## src/verilog/hcl_pkg.sv

```systemverilog
/*
  Constants and carrier types for the hardware configuration lock registers.
  Assumes a serial frame decoder on clk_sys that hands over whole byte writes.
*/
package hcl_pkg;

  localparam int unsigned ADDR_W = 7;
  localparam int unsigned DATA_W = 8;

  // Register addresses
  localparam logic [6:0] ADDR_RESET_THERMAL_LOCK = 7'h0e;
  localparam logic [6:0] ADDR_PUMP_PEAK_LOCK     = 7'h0f;

  // First control register fields
  localparam int unsigned C1_UV_HYS_BIT   = 7;
  localparam int unsigned C1_THERMAL_BIT  = 5;
  localparam int unsigned C1_RST_DEL_BIT  = 4;
  localparam int unsigned C1_LOCK0_BIT    = 3;
  localparam logic [7:0]  C1_WRITE_MASK   = 8'h00_b8;
  localparam logic [7:0]  C1_LOCK1_MASK   = 8'h00_b0;
  localparam logic [7:0]  C1_POR_VALUE    = 8'h00_00;

  // Second control register fields
  localparam int unsigned C2_FREQ_MSB     = 7;
  localparam int unsigned C2_FREQ_LSB     = 5;
  localparam int unsigned C2_PEAK_BIT     = 4;
  localparam int unsigned C2_SSM_MSB      = 3;
  localparam int unsigned C2_SSM_LSB      = 2;
  localparam int unsigned C2_LOCK1_BIT    = 0;
  localparam logic [7:0]  C2_WRITE_MASK   = 8'h00_fd;
  localparam logic [7:0]  C2_LOCK1_MASK   = 8'h00_fd;
  localparam logic [7:0]  C2_POR_VALUE    = 8'h00_40;

  // Charge pump oscillator codes
  localparam logic [2:0]  FREQ_1M8        = 3'h0;
  localparam logic [2:0]  FREQ_2M0        = 3'h1;
  localparam logic [2:0]  FREQ_2M2        = 3'h2;
  localparam logic [2:0]  FREQ_2M4        = 3'h3;

  // Spread spectrum codes
  localparam logic [1:0]  SSM_OFF         = 2'h0;

  // Severe overtemperature extension
  localparam logic [4:0]  THERMAL_EVENT_LIMIT = 5'h10;
  localparam int unsigned THERMAL_EXTEND_FACTOR = 64;

  typedef struct packed {
    logic             valid;
    logic [ADDR_W-1:0] addr;
    logic [DATA_W-1:0] data;
  } hcl_write_t;

  typedef struct packed {
    logic uv_reset_hysteresis_sel;
    logic thermal_wait_extend_sel;
    logic reset_delay_sel;
    logic lock0;
  } hcl_ctrl1_t;

  typedef struct packed {
    logic [2:0] pump_osc_freq_sel;
    logic       supply_peak_threshold_sel;
    logic [1:0] spread_spectrum_rate;
    logic       lock1;
  } hcl_ctrl2_t;

endpackage : hcl_pkg

```

## src/verilog/hcl_pin_sync.sv

```systemverilog
/*
  Three-stage synchroniser for an asynchronous pin, with a rising edge pulse.
  Assumes the pin level is stable for at least three clk_sys periods.
*/
module hcl_pin_sync (
  input  wire logic clk_sys,
  input  wire logic rst_n,
  input  wire logic pin_in,
  output logic      level_out,
  output logic      rise_pulse
);

  logic stage1_reg;
  logic stage2_reg;
  logic stage3_reg;

  always_ff @(posedge clk_sys or negedge rst_n) begin
    if (!rst_n) begin
      stage1_reg <= 1'b1;
      stage2_reg <= 1'b1;
      stage3_reg <= 1'b1;
    end else begin
      stage1_reg <= pin_in;
      stage2_reg <= stage1_reg;
      stage3_reg <= stage2_reg;
    end
  end

  // Idle high, so reset looks like a deselected chip
  always_ff @(posedge clk_sys or negedge rst_n) begin
    if (!rst_n) begin
      level_out  <= 1'b1;
      rise_pulse <= 1'b0;
    end else begin
      rise_pulse <= 1'b0;
      if (stage2_reg == stage3_reg && stage3_reg != level_out) begin
        level_out  <= stage3_reg;
        rise_pulse <= stage3_reg;
      end
    end
  end

endmodule : hcl_pin_sync

```

## src/verilog/hcl_regs.sv

```systemverilog
/*
  Two hardware configuration registers with two lock levels.
  Assumes a frame decoder on clk_sys delivering byte writes and a read address,
  with the chip select pin passed in raw. rst_n is the power-on reset.
*/
// Functional notes
// - First register at 0x0e, lock-dependent reset values
// - Reserved bits read zero, writes ignored
// - Hysteresis bit selects highest release threshold
// - Thermal wait x64 after more than sixteen events
// - Reset delay bit: zero extended, one reduced
// - Lock0 freezes pump enable and pin config
// - Soft reset spares lock-protected bits
// - Lock1 governs all other lockable bits
// - Second register at 0x0f, power-on 0x40
// - Pump frequency codes, default 2.2 MHz
// - Peak bit selects low or high threshold
// - Spread spectrum off or three rates
// - Lock1 freezes bits until power-up
// - Lock1 effective at chip-select rise
// - Soft reset keeps lock1
// - Values kept after sleep or fail-safe
// - New configuration active at chip-select rise
module hcl_regs (
  input  wire logic              clk_sys,
  input  wire logic              rst_n,
  input  wire logic              chip_select_n,
  input  hcl_pkg::hcl_write_t    wr_req,
  input  wire logic [6:0]        rd_addr,
  input  wire logic              soft_reset,
  input  wire logic              restart,
  input  wire logic              severe_overtemp_event,
  input  wire logic              overtemp_sequence_end,
  output logic [7:0]             rd_data,
  output hcl_pkg::hcl_ctrl1_t    ctrl1,
  output hcl_pkg::hcl_ctrl2_t    ctrl2,
  output logic                   pump_cfg_locked,
  output logic                   pump_freq_reserved,
  output logic                   spread_spectrum_on,
  output logic                   thermal_wait_x64
);

  logic [7:0] ctrl1_reg;
  logic [7:0] ctrl2_reg;
  logic [7:0] pend1_reg;
  logic [7:0] pend2_reg;
  logic       pend1_valid_reg;
  logic       pend2_valid_reg;
  logic [4:0] overtemp_count_reg;
  logic       cs_level;
  logic       cs_rise;
  logic       lock1;

  hcl_pin_sync u_cs_sync (
    .clk_sys    (clk_sys),
    .rst_n      (rst_n),
    .pin_in     (chip_select_n),
    .level_out  (cs_level),
    .rise_pulse (cs_rise)
  );

  // Locked bits come from the old value, writable ones from the new
  function automatic logic [7:0] merge_write(
    input logic [7:0] old_val,
    input logic [7:0] new_val,
    input logic [7:0] writable
  );
    merge_write = (old_val & ~writable) | (new_val & writable);
  endfunction : merge_write

  assign lock1 = ctrl2_reg[hcl_pkg::C2_LOCK1_BIT];

  // Writes are staged during the frame and committed on deselect
  always_ff @(posedge clk_sys or negedge rst_n) begin
    if (!rst_n) begin
      pend1_reg       <= 8'h00_00;
      pend2_reg       <= 8'h00_00;
      pend1_valid_reg <= 1'b0;
      pend2_valid_reg <= 1'b0;
    end else if (cs_rise) begin
      pend1_valid_reg <= 1'b0;
      pend2_valid_reg <= 1'b0;
    end else if (wr_req.valid && !cs_level) begin
      if (wr_req.addr == hcl_pkg::ADDR_RESET_THERMAL_LOCK) begin
        pend1_reg       <= wr_req.data;
        pend1_valid_reg <= 1'b1;
      end
      if (wr_req.addr == hcl_pkg::ADDR_PUMP_PEAK_LOCK) begin
        pend2_reg       <= wr_req.data;
        pend2_valid_reg <= 1'b1;
      end
    end
  end

  // First control register
  always_ff @(posedge clk_sys or negedge rst_n) begin
    if (!rst_n) begin
      ctrl1_reg <= hcl_pkg::C1_POR_VALUE;
    end else if (restart) begin
      ctrl1_reg <= ctrl1_reg;
    end else if (soft_reset) begin
      // Locked bits take their restart value, which is the held value
      ctrl1_reg <= lock1 ? ctrl1_reg : hcl_pkg::C1_POR_VALUE;
    end else if (cs_rise && pend1_valid_reg) begin
      if (lock1) begin
        ctrl1_reg <= merge_write(ctrl1_reg, pend1_reg,
                                 hcl_pkg::C1_WRITE_MASK & ~hcl_pkg::C1_LOCK1_MASK);
      end else begin
        ctrl1_reg <= merge_write(ctrl1_reg, pend1_reg, hcl_pkg::C1_WRITE_MASK);
      end
    end
  end

  // Second control register; soft reset and restart both hold it
  always_ff @(posedge clk_sys or negedge rst_n) begin
    if (!rst_n) begin
      ctrl2_reg <= hcl_pkg::C2_POR_VALUE;
    end else if (restart || soft_reset) begin
      ctrl2_reg <= ctrl2_reg;
    end else if (cs_rise && pend2_valid_reg && !lock1) begin
      ctrl2_reg <= merge_write(ctrl2_reg, pend2_reg, hcl_pkg::C2_WRITE_MASK);
    end
  end

  // Consecutive severe overtemperature events
  always_ff @(posedge clk_sys or negedge rst_n) begin
    if (!rst_n) begin
      overtemp_count_reg <= 5'h00;
    end else if (severe_overtemp_event) begin
      // Event beats end-of-sequence in the same cycle
      if (overtemp_count_reg <= hcl_pkg::THERMAL_EVENT_LIMIT) begin
        overtemp_count_reg <= overtemp_count_reg + 5'h01;
      end
    end else if (overtemp_sequence_end) begin
      overtemp_count_reg <= 5'h00;
    end
  end

  // Read port and decoded outputs, all registered
  always_ff @(posedge clk_sys or negedge rst_n) begin
    if (!rst_n) begin
      rd_data            <= 8'h00_00;
      ctrl1              <= '0;
      ctrl2              <= '0;
      pump_cfg_locked    <= 1'b0;
      pump_freq_reserved <= 1'b0;
      spread_spectrum_on <= 1'b0;
      thermal_wait_x64   <= 1'b0;
    end else begin
      unique case (rd_addr)
        hcl_pkg::ADDR_RESET_THERMAL_LOCK: rd_data <= ctrl1_reg & hcl_pkg::C1_WRITE_MASK;
        hcl_pkg::ADDR_PUMP_PEAK_LOCK:     rd_data <= ctrl2_reg & hcl_pkg::C2_WRITE_MASK;
        default:                          rd_data <= 8'h00_00;
      endcase
      ctrl1.uv_reset_hysteresis_sel   <= ctrl1_reg[hcl_pkg::C1_UV_HYS_BIT];
      ctrl1.thermal_wait_extend_sel   <= ctrl1_reg[hcl_pkg::C1_THERMAL_BIT];
      ctrl1.reset_delay_sel           <= ctrl1_reg[hcl_pkg::C1_RST_DEL_BIT];
      ctrl1.lock0                     <= ctrl1_reg[hcl_pkg::C1_LOCK0_BIT];
      ctrl2.pump_osc_freq_sel         <= ctrl2_reg[hcl_pkg::C2_FREQ_MSB:hcl_pkg::C2_FREQ_LSB];
      ctrl2.supply_peak_threshold_sel <= ctrl2_reg[hcl_pkg::C2_PEAK_BIT];
      ctrl2.spread_spectrum_rate      <= ctrl2_reg[hcl_pkg::C2_SSM_MSB:hcl_pkg::C2_SSM_LSB];
      ctrl2.lock1                     <= lock1;
      // Pump enable and pin config live elsewhere; they obey this flag
      pump_cfg_locked    <= ctrl1_reg[hcl_pkg::C1_LOCK0_BIT];
      pump_freq_reserved <= ctrl2_reg[hcl_pkg::C2_FREQ_MSB];
      spread_spectrum_on <= ctrl2_reg[hcl_pkg::C2_SSM_MSB:hcl_pkg::C2_SSM_LSB] != hcl_pkg::SSM_OFF;
      thermal_wait_x64   <= ctrl1_reg[hcl_pkg::C1_THERMAL_BIT]
                            && (overtemp_count_reg > hcl_pkg::THERMAL_EVENT_LIMIT);
    end
  end

endmodule : hcl_regs

```

## config.mk

```make
export PLATFORM = sky130hd
export DESIGN_NAME = hcl_regs
export DESIGN_NICKNAME = d
export VERILOG_FILES = /design/src/verilog/hcl_pkg.sv /design/src/verilog/hcl_pin_sync.sv /design/src/verilog/hcl_regs.sv
export SDC_FILE = /design/constraint.sdc
export NUM_CORES = 1
export LEC_CHECK = 0
export BUFFER_PORTS_ARGS = -buffer_cell sky130_fd_sc_hd__buf_2
export CAP_MARGIN = 10
export CORE_ASPECT_RATIO = 1.25
export CORE_MARGIN = 2
export CORE_UTILIZATION = 49
export CTS_BUF_LIST = sky130_fd_sc_hd__clkbuf_8
export DETAILED_ROUTE_END_ITERATION = 8
export PLACE_DENSITY = 0.77
export SLEW_MARGIN = 10
export SYNTH_ARGS = -nofsm -noshare
export SYNTH_HDL_FRONTEND = slang
export SYNTH_HIERARCHICAL = 1
export SYNTH_SLANG_ARGS = --single-unit
```

## constraint.sdc

```tcl
create_clock -name clk_sys -period 1.4 [get_ports clk_sys]
set_input_delay 0.28 -clock clk_sys [delete_from_list [all_inputs] [get_ports clk_sys]]
set_output_delay 0.28 -clock clk_sys [all_outputs]
set_load 0.02 [all_outputs]
```

* Word-level counts from Yosys, hierarchy flattened
Cells that the tools add are included.
** Word-level totals
- Register bits after elaboration :: 66
- Output and inout port bits :: 23
- Logic and storage cells :: 78
** Operators by class
- $add $sub $neg :: 1
- $lt $le $gt $ge :: 2
- Eq/ne operators :: 8
- Muxes and demuxes :: 15
- Bitwise logic cells :: 6
- Reduce and logical (&&, ||, !) cells :: 22
** Operators with widths (number)
- $mux 8 :: 4
- $eq 7x4->1 const B :: 4
- $pmux 8 s2 :: 1
- $mux 5 :: 3
- $reduce_bool 2->1 :: 6
- $reduce_and 3->1 :: 3
- $or 2x8->8 :: 1
- $or 7x8->8 :: 1
- $or 8x4->8 :: 1
- $reduce_and 2->1 :: 4
- $mux 1 :: 7
- $logic_and 1x1->1 :: 6
- $add 5x1->5 const B :: 1
- $gt 5x5->1 const B :: 1
- $le 5x5->1 const B :: 1
- $not 1->1 :: 3
- $logic_not 1->1 :: 2
- $ne 2x1->1 const B :: 1
- $ne 2x2->1 const B :: 1
- $eq 1x1->1 :: 1
- $logic_or 1x1->1 :: 1
- $ne 1x1->1 :: 1

* Longest topological paths before layout
Gate-level depths: netlist (run 1).
- Depth in word-level cells :: 4
- Mapped depth :: 5
- Gate-level depth less buffers :: 5

* Cells and area by module
The synthesis (run 1) kept the hierarchy.
** By module, submodules not included
- hcl_regs :: times used 1, cells each 145, area an instance 1946.9 µm²
- hcl_pin_sync :: times used 1, cells each 7, area an instance 151.4 µm²

* Worst setup path after synthesis (run 1)
Ideal clock, no wire load.
- Kind :: reg-to-reg
- From :: reg u_cs_sync.level_out
- To :: reg pend2_reg[0]
- Setup time :: 0.125 ns
- Data arrival time :: 1.247 ns
- Data required time :: 1.275 ns
- Path slack :: 0.028 ns
- Stages on the path, launching flop included :: 4
- Buffers on the path :: 0
- Clock period less this slack :: 1.372 ns
- Path through :: dfstp_2 and4bb_2 nand3_2 mux2_2
** Between the ends
- Word-level cells in the longest chain between the ends :: 3
** RTL lines
- start, declared :: RTL line hcl_pin_sync.sv:9 : output logic level_out,
- start signal, assigned :: RTL line hcl_pin_sync.sv:37 : level_out <= stage3_reg;
- $logic_not 1->1 :: RTL line hcl_regs.sv:83 : end else if (wr_req.valid && !cs_level) begin
- $logic_and 1x1->1 :: RTL line hcl_regs.sv:83
- $reduce_and 3->1 (no line)
- end signal, assigned :: RTL line hcl_regs.sv:89 : pend2_reg <= wr_req.data;
- end, declared :: RTL line hcl_regs.sv:46 : logic [7:0] pend2_reg;
No other way between the ends.
A chain may end at the register's enable or synchronous reset.

* Worst setup path in the final report (run 1)
- From :: reg u_cs_sync.level_out
- To :: reg pend2_reg[2]
The elaborated chain is that of the path after synthesis.

==> results of run 1 <==
==> final cells by class <==
class	count	area, µm²
clock buffer	6	82.58
clock inverter	2	12.51
fill	353	1503
inverter	7	26.28
multi-input combinational	87	720.7
sequential	54	1359
tap	56	70.07
timing repair buffer	58	325.3
==> power by group <==
group          total, W  internal [W]  switching [W]
combinational  0.000467      0.000232       0.000235
clock          0.000855      0.000397       0.000457
sequential      0.00176       0.00166      0.0000997
total           0.00308       0.00229       0.000792
==> cell usage in the layout, fill, tap and decap left out, types with 3 or more instances in the layout <==
cell type / Yosys / layout
a22oi_1: 3 / 3
dfrtp_1: 49 / 48
buf_4: 3 / 6
dfstp_2: 5 / 5
buf_2: 0 / 50
mux2i_1: 4 / 4
nor2_1: 6 / 6
nand2_1: 4 / 4
inv_1: 7 / 7
clkbuf_8: 0 / 6
mux2_2: 17 / 16
nand3_1: 4 / 4
o21ai_0: 13 / 11
and3_1: 5 / 5
==> timing repair <==
action	CTS	global route
cloned	0	0
hold buffers	1	0
endpoints found under the hold margin	49	0
pin swaps	0	2
endpoints found under the setup margin	8	14
resized for setup	1	7
==> worst paths after layout <==
| kind | from | to |
|---|---|---|
| worst max-delay path | u_cs_sync/level_out$_DFFE_PN1P_ | pend2_reg[2]$_DFFE_PN0P_ |
| worst min-delay path | chip_select_n | u_cs_sync/stage1_reg$_DFF_PN1_ |
| worst max register to register | u_cs_sync/level_out$_DFFE_PN1P_ | pend2_reg[2]$_DFFE_PN0P_ |
| worst min register to register | u_cs_sync/stage1_reg$_DFF_PN1_ | u_cs_sync/stage2_reg$_DFF_PN1_ |
| max in group asynchronous | rst_n | ctrl2_reg[6]$_DFFE_PN1P_ |
| min in group asynchronous | rst_n | overtemp_count_reg[4]$_DFFE_PN0P_ |
==> through the flow <==
| step | TNS [ps] | cell area (µm²) |
|---|---|---|
| final | 0 | 2596 |
| after global routing | -225.5 | 2596 |
| after CTS | -6.208 | 2570 |
| after detailed placement | -111.8 | 2457 |
| after global placement | -37.94 | 2457 |
| after floorplan | 0 | 2098 |
==> per-layer routing <==
layer	global-route usage (%)	wire, µm	vias to the layer above
li1	-	-	660
met1	19.02	1523	652
met2	27.31	1869	47
met3	4.106	189	7
met4	6.222	52	0
met5	0	0	-
==> logic make-up after synthesis <==
group / synth area share (%)
mux: 11.03
flops: 64.70
buf+inv: 2.504
fa+ha+maj: 1.729
other cells: 0.1787
simple gates: 13.30
compound gates: 6.560
==> flow_summary.toml, run 1 <==
[sta]
layout_setup_ws_ps = 6.926
rsz0062_at_grt = "yes"
finalSetupViolCount = 0
finalCriticalPeriod_ps = 1393
clock.fmax_mhz = 717.8
drv_slew = 0
hold_viol_final = 0
holdWs_ps = 73.31
fin_crit_sh_pct = 99.51
finalClockSkew_ps = 5.002

[cts]
clock_latency_ps = 300
postCtsSetupBuffers = 0
cts_sinks = 54
clkSlewWorstSetupHoldPaths_ps = 80
cts_buffer_depth = 2
h-tree-depth = 2
cts_root_buffer = "clkbuf_8"
cts_inserted_buffers = 5
cts_tree = "yes"

[yosys]
synth_seq_area_share_pct = 64.70
synth_fp_nets = 184
synth_common_cells = "dfrtp_1, mux2_2, o21ai_0, inv_1, nor2_1"
postSynthAreaPerCell_um2 = 13.80
synth_ff_type = "dfrtp_1"
async_flop_share_pct = 100.0
synth_warnings = 6
synth_edf_count = 0
ys_top_cells_by_area = "dfrtp_1, mux2_2, dfstp_2, o21ai_0, mux2i_1"
synth_seq_cells = 54
synthDistinctLibCells = 37
netlist_instances = 152
synthesis.area_um2 = 2098
yosysTopAreaCell = "dfrtp_1"
synth_most_common_cell = "dfrtp_1"
netlist.area_leader.share_pct = 58.44

[outcome]
status = "finished, final reports clean"

[worst_setup_path]
cp_slowest_cell = "dfstp_2"
crit_cells = 3
cpPeakStageDelay_ps = 530
worst-path-buf-inv = 0
crit_arrival_ps = 1580
crit_path_end_kind = "register"
reg2reg_depth = 3
r2r_slack_ps = 7
worstSetupPathType = "register to register"
crit_path_cell_trace = "and4bb_2 > nand3_4 > mux2_2"
required_ps = 1580
cpLargestDelayFamily = "flip-flops"
path_max_fanout = 8
cp-start-kind = "register"

[route]
drt-initial-drc-count = 76
drcViolationCount = 0
drtAntennaViolNets = 0
wl_per_cell_um = 13.46
drt_wl_total_mm = 3.634
vias = 1366
viasPerCell = 5.059
first_pass_iters = 4

[layout]
nets = 245
drive_above_1_share_pct = 47.20
area_growth_pct = 23.73
largest_register_ffs = 14
final_util_pct = 63.34
n_antenna_cell = 0
final_cells = 270

[power]
p_per_area_nw_per_um2 = 1188
vdd_drop_max_uv = 728.3
p_leak_nw = 1.354
power_w = 0.003085

[global_route]
grt_pass1_vias = 1383
grt_pass1_wl_mm = 5.975
overflow = 0
grt_max_degree = 55
antenna_found_initial = 0
grt.total_usage_pct = 15.88

[placed_design]
gp_congestion = 0.7607
portBuffers = 50
hpwl_mm = 2.673
place_inst = 261
dp_slack_ps = -21.54

[floorplanning]
die-area_um2 = 4825
die_w_um = 62.53
die_h_um = 77.16
fp-row-count = 26
start_util_pct = 51.19
floorplan.io_pins = 53
design.core.area_um2 = 4099

[min_path]
worstHoldPathCells = 1
worstHoldPathType = "input port to register"

[flow_run]
max_cap_violations = 0
Power figures use the tool's default switching activity.
==> run 2: changes to the inputs <==
- ABC_AREA: unset -> 1
- CORE_UTILIZATION: 49 -> 55
- PLACE_DENSITY: 0.77 -> 0.82
- clock period: 1.4 -> 1.6 ns (I/O delays scaled with it)
==> flow_summary.toml, run 2 <==
[outcome]
status = "finished, final reports clean"

[floorplanning]
die_w_um = 60.02
die-area_um2 = 4442
start_util_pct = 56.99
design.core.area_um2 = 3785
die_h_um = 74.02
fp-row-count = 25
floorplan.io_pins = 53

[sta]
rsz0062_at_grt = "no"
drv_slew = 0
hold_viol_final = 0
fin_setup_tns_ps = 0
finalClockSkew_ps = 8.788
layout_setup_ws_ps = 292.7
finalSetupViolCount = 0
fin_crit_sh_pct = 81.70
clock.fmax_mhz = 765.0
finalCriticalPeriod_ps = 1307

[worst_setup_path]
cpLargestDelayFamily = "simple AND/OR/NAND/NOR gates"
worstSetupPathType = "register to register"
crit_path_cell_trace = "inv_2 > nand3b_1 > nor2_4 > nand2_1 > nand2_1 > nand2_1"
crit_arrival_ps = 1510
required_ps = 1800
reg2reg_depth = 6
cp_slowest_cell = "dfrtp_1"
crit_path_end_kind = "register"
r2r_slack_ps = 290
cp_common_cell = "nand2_1"
timing.rr.end = "pend1_reg[5]$_DFFE_PN0P_"
path_max_fanout = 13
cp-start-kind = "register"
cpPeakStageDelay_ps = 450
worst-path-buf-inv = 1
r2r-start = "u_cs_sync/rise_pulse$_DFF_PN0_"

[placed_design]
gp_congestion = 0.7713
dp_slack_ps = 267.0
dpl_cell_area_um2 = 2464
hpwl_mm = 2.720
portBuffers = 50

[route]
wl_met2_mm = 1.704
wl_per_cell_um = 10.64
drt_wl_total_mm = 3.511
wl_met3_um = 183
viasPerCell = 4.755
dr.max_layer_used = "met4"
drtAntennaViolNets = 0
first_pass_iters = 4
drt-met1-wl_mm = 1.540
vias = 1569
drcViolationCount = 0
drt-initial-drc-count = 49

[layout]
nets = 307
layout.cells.most_common = "nand2_1"
multi_input_area_um2 = 701.9
final_util_pct = 67.93
area_growth_pct = 19.20
final_area_um2 = 2571
drive_above_1_share_pct = 29.71
regArea_um2 = 1358
largest_register_ffs = 14
n_antenna_cell = 0
fill_cells = 301
final_cell_mix = "nand2_1, buf_2, dfrtp_1"

[yosys]
async_flop_share_pct = 100.0
synth_ff_type = "dfrtp_1"
synth_fp_nets = 250
netlist_instances = 218
yosysTopAreaCell = "dfrtp_1"
ys_top_cells_by_area = "dfrtp_1, nand2_1, nand3_1, dfstp_2, inv_1"
synth_warnings = 6
synthDistinctLibCells = 24
synthesis.area_um2 = 2157
postSynthAreaPerCell_um2 = 9.895
synth_common_cells = "nand2_1, dfrtp_1, nand3_1, inv_1, nor2_1"
synth_seq_area_share_pct = 62.94
netlist.area_leader.share_pct = 56.84
synth_edf_count = 0
synth_most_common_cell = "nand2_1"
synth_seq_cells = 54

[cts]
cts_sinks = 54
h-tree-depth = 2
clock_latency_ps = 310
cts_inserted_buffers = 5
cts_root_buffer = "clkbuf_8"
cts_tree = "yes"
cts_resized = 0
cts_buffer_depth = 2
clkSlewWorstSetupHoldPaths_ps = 100

[global_route]
antenna_found_initial = 0
grt.total_usage_pct = 18.16
grt_pass1_wl_mm = 5.961
overflow = 0
grt_max_degree = 20
grt_pass1_vias = 1472

[power]
p_per_area_nw_per_um2 = 978.6
vdd_drop_max_uv = 527.0
p_leak_nw = 1.467

[min_path]
worstHoldPathCells = 1
worstHoldPathType = "input port to register"
holdPathEnd = "u_cs_sync/stage1_reg$_DFF_PN1_"
min_from = "chip_select_n"

[flow_run]
max_cap_violations = 0
run 2: changes by cell type after synthesis, sizes merged, moves of 3 or more:
| cell | change |
|---|---|
| nor3 | +3 |
| inv | +10 |
| mux2i | -4 |
| mux2 | -17 |
| nand3 | +24 |
| nand2 | +75 |
| a22oi | -3 |
| nand3b | +3 |
| o21ai | -9 |
| and3 | -5 |
| nor2 | +8 |
run 2: layout make-up:
| class | count | area share [%] |
|---|---|---|
| sequential | 54 | 52.80 |
| clock inverter | 3 | 1.119 |
| multi-input combinational | 143 | 27.30 |
| clock buffer | 5 | 2.676 |
| tap | 54 | 2.628 |
| inverter | 17 | 2.482 |
| timing repair buffer | 54 | 11.00 |
run 2: timing repair:
action,4_1_cts,5_1_grt
hold buffers,1,0
endpoints found under the hold margin,5,0
setup buffers,0,0
run 2: layer usage:
layer,up-vias,global-route usage (%)
met5,-,0
met4,0,9.630
met3,7,3.478
met2,48,31.52
met1,711,20.95
li1,803,-
run 2: logic make-up (layout without fill, tap and decap cells):
group	count (synthesis)	count (layout)	synth area share, %
simple gates	133	133	29.41
other cells	1	1	0.1738
fa+ha+maj	2	2	1.160
buf+inv	21	79	4.524
flops	54	54	62.94
xor+xnor	1	1	0.4061
compound gates	6	6	1.392
run 2: worst max path at each step:
stage / cells after the start / startpoint / endpoint / slack [ps]
6_report: 6 / u_cs_sync/rise_pulse$_DFF_PN0_ / pend1_reg[5]$_DFFE_PN0P_ / 290
5_1_grt: 6 / u_cs_sync/rise_pulse$_DFF_PN0_ / pend2_reg[3]$_DFFE_PN0P_ / 120
4_1_cts: 6 / u_cs_sync/rise_pulse$_DFF_PN0_ / pend2_reg[0]$_DFFE_PN0P_ / 270
3_5_place_dp: 7 / wr_req[13] / pend1_reg[5]$_DFFE_PN0P_ / 270
3_3_place_gp: 7 / wr_req[13] / pend1_reg[7]$_DFFE_PN0P_ / 280
2_1_floorplan: 8 / overtemp_count_reg[0]$_DFFE_PN0P_ / overtemp_count_reg[4]$_DFFE_PN0P_ / 480
run 2: power breakdown:
group	switching [W]	internal, W	total, W
registers	0.0000690	0.00143	0.00150
logic	0.000134	0.000101	0.000235
clock network	0.000454	0.000328	0.000782
run 2: per-stage QoR:
step	hold WS (ps)	instances	total power, W
after floorplan	24.41	218	0.001653
after global placement	198.7	321	0.001746
after detailed placement	206.8	321	0.001761
after CTS	92.19	330	0.002533
after global routing	86.11	330	0.002630
final	102.8	330	0.002516
==> run 3: changes to the inputs <==
- ABC_AREA: 1 -> 0
- CORE_UTILIZATION: 55 -> 49
- PLACE_DENSITY: 0.82 -> 0.77
- clock period: 1.6 -> 1.1 ns (I/O delays scaled with it)
==> flow_summary.toml, run 3 (synthesis gave the netlist of run 1 again) <==
[outcome]
status = "finished with violations"
violations = "negative setup slack"

[floorplanning]
die-area_um2 = 4825
start_util_pct = 51.19
floorplan.io_pins = 53
fp-row-count = 26
design.core.area_um2 = 4099
die_w_um = 62.53
die_h_um = 77.16

[sta]
finalClockSkew_ps = 7.150
fin_crit_sh_pct = 127.0
clock.fmax_mhz = 715.5
rsz0062_at_grt = "yes"
drv_slew = 0
fin_setup_tns_ps = -4953
layout_setup_ws_ps = -297.5
hold_viol_final = 0
finalSetupViolCount = 28
holdWs_ps = 96.21
finalCriticalPeriod_ps = 1398

[cts]
h-tree-depth = 2
clock_latency_ps = 310
cts_sinks = 54
clkSlewWorstSetupHoldPaths_ps = 100
cts_tree = "yes"
cts_inserted_buffers = 5
cts_buffer_depth = 2
cts_root_buffer = "clkbuf_8"

[placed_design]
gp_congestion = 0.8195
portBuffers = 50
hpwl_mm = 2.761
dp_slack_ps = -302.3

[global_route]
grt_max_degree = 29
grt_pass1_wl_mm = 6.154
grt_pass1_vias = 1309
antenna_found_initial = 0
overflow = 0
grt.total_usage_pct = 16.61

[route]
wl_per_cell_um = 13.75
first_pass_iters = 4
drt_wl_total_mm = 3.946
drcViolationCount = 0
viasPerCell = 5.087
drtAntennaViolNets = 0
drt-initial-drc-count = 27
vias = 1460

[worst_setup_path]
required_ps = 1300
cp-start-kind = "register"
cpPeakStageDelay_ps = 550
cp_slowest_cell = "dfstp_2"
crit_path_end_kind = "register"
crit_arrival_ps = 1600
cpLargestDelayFamily = "flip-flops"
crit_path_cell_trace = "and4bb_2 > nand3_4 > mux2_2"
path_max_fanout = 8
worstSetupPathType = "register to register"
worst-path-buf-inv = 0

[flow_run]
max_cap_violations = 0

[layout]
n_antenna_cell = 0
area_growth_pct = 35.42
nets = 262
regArea_um2 = 1360
layout.cells.most_common = "buf_2"
multi_input_area_um2 = 799.5
drive_above_1_share_pct = 55.84
final_cell_mix = "buf_2, dfrtp_1, buf_4"
largest_register_ffs = 14
fill_cells = 291

[power]
p_per_area_nw_per_um2 = 1483
p_leak_nw = 1.464
vdd_drop_max_uv = 898.7
power_w = 0.004214

[min_path]
worstHoldPathType = "input port to register"
==> run 3: power by group <==
| part | internal (W) | switching (W) | leakage [nW] |
|---|---|---|---|
| Sequential | 0.00212 | 0.000126 | 0.726 |
| Clock | 0.000519 | 0.000628 | 0.0478 |
| Combinational | 0.000460 | 0.000364 | 0.690 |
| Total | 0.00310 | 0.00112 | 1.46 |
==> run 3: worst paths after layout <==
path / slack (ps) / start / to / depth (start not counted)
max: -300 / u_cs_sync/level_out$_DFFE_PN1P_ / pend2_reg[6]$_DFFE_PN0P_ / 3
min: 100 / overtemp_sequence_end / overtemp_count_reg[4]$_DFFE_PN0P_ / 2
max reg2reg: -300 / u_cs_sync/level_out$_DFFE_PN1P_ / pend2_reg[6]$_DFFE_PN0P_ / 3
min reg2reg: 360 / u_cs_sync/stage1_reg$_DFF_PN1_ / u_cs_sync/stage2_reg$_DFF_PN1_ / 0
max in group asynchronous: 320 / rst_n / ctrl2_reg[6]$_DFFE_PN1P_ / 3
min in group asynchronous: 300 / rst_n / overtemp_count_reg[1]$_DFFE_PN0P_ / 2
==> run 3: area by class of cell <==
cell class / count / area share, %
well taps: 56 / 2.466
repair buffers: 75 / 17.13
inverters: 7 / 0.9247
clock inverters: 2 / 0.5724
clock buffers: 6 / 2.906
flip-flops and latches: 54 / 47.86
multi-input cells: 87 / 28.14
==> run 3: repair_timing <==
| action | in CTS | in global routing |
|---|---|---|
| endpoints found under the setup margin | 28 | 30 |
| pin swaps | 5 | 5 |
| hold buffers | 2 | 0 |
| endpoints found under the hold margin | 7 | 0 |
| buffers inserted | 2 | 7 |
| resized for setup | 18 | 12 |
==> run 3: per-layer routing <==
layer	wire [µm]	GRT usage (%)	vias up	part of all wire, %
met4	62	7.111	0	1.6
met2	1929	26.45	54	49
met3	217	4.839	6	5.5
met1	1737	21.24	707	44
met5	0	0	-	0
li1	-	-	693	-
==> run 3: worst reg2reg max path, delay by kind of cell (launching register included) <==
kind	cells	cell delay, ps
DFF	1	550
muxes	1	350
and+or+nand+nor	2	390
==> run 3: metrics by stage <==
stage               instances  instance area [µm²]  util, %
global route              287                 2841    69.32
floorplan                 152                 2132        -
detailed placement        268                 2556    62.36
CTS                       280                 2740    66.85
global placement          268                 2556    62.36
finish                    287                 2841    69.32
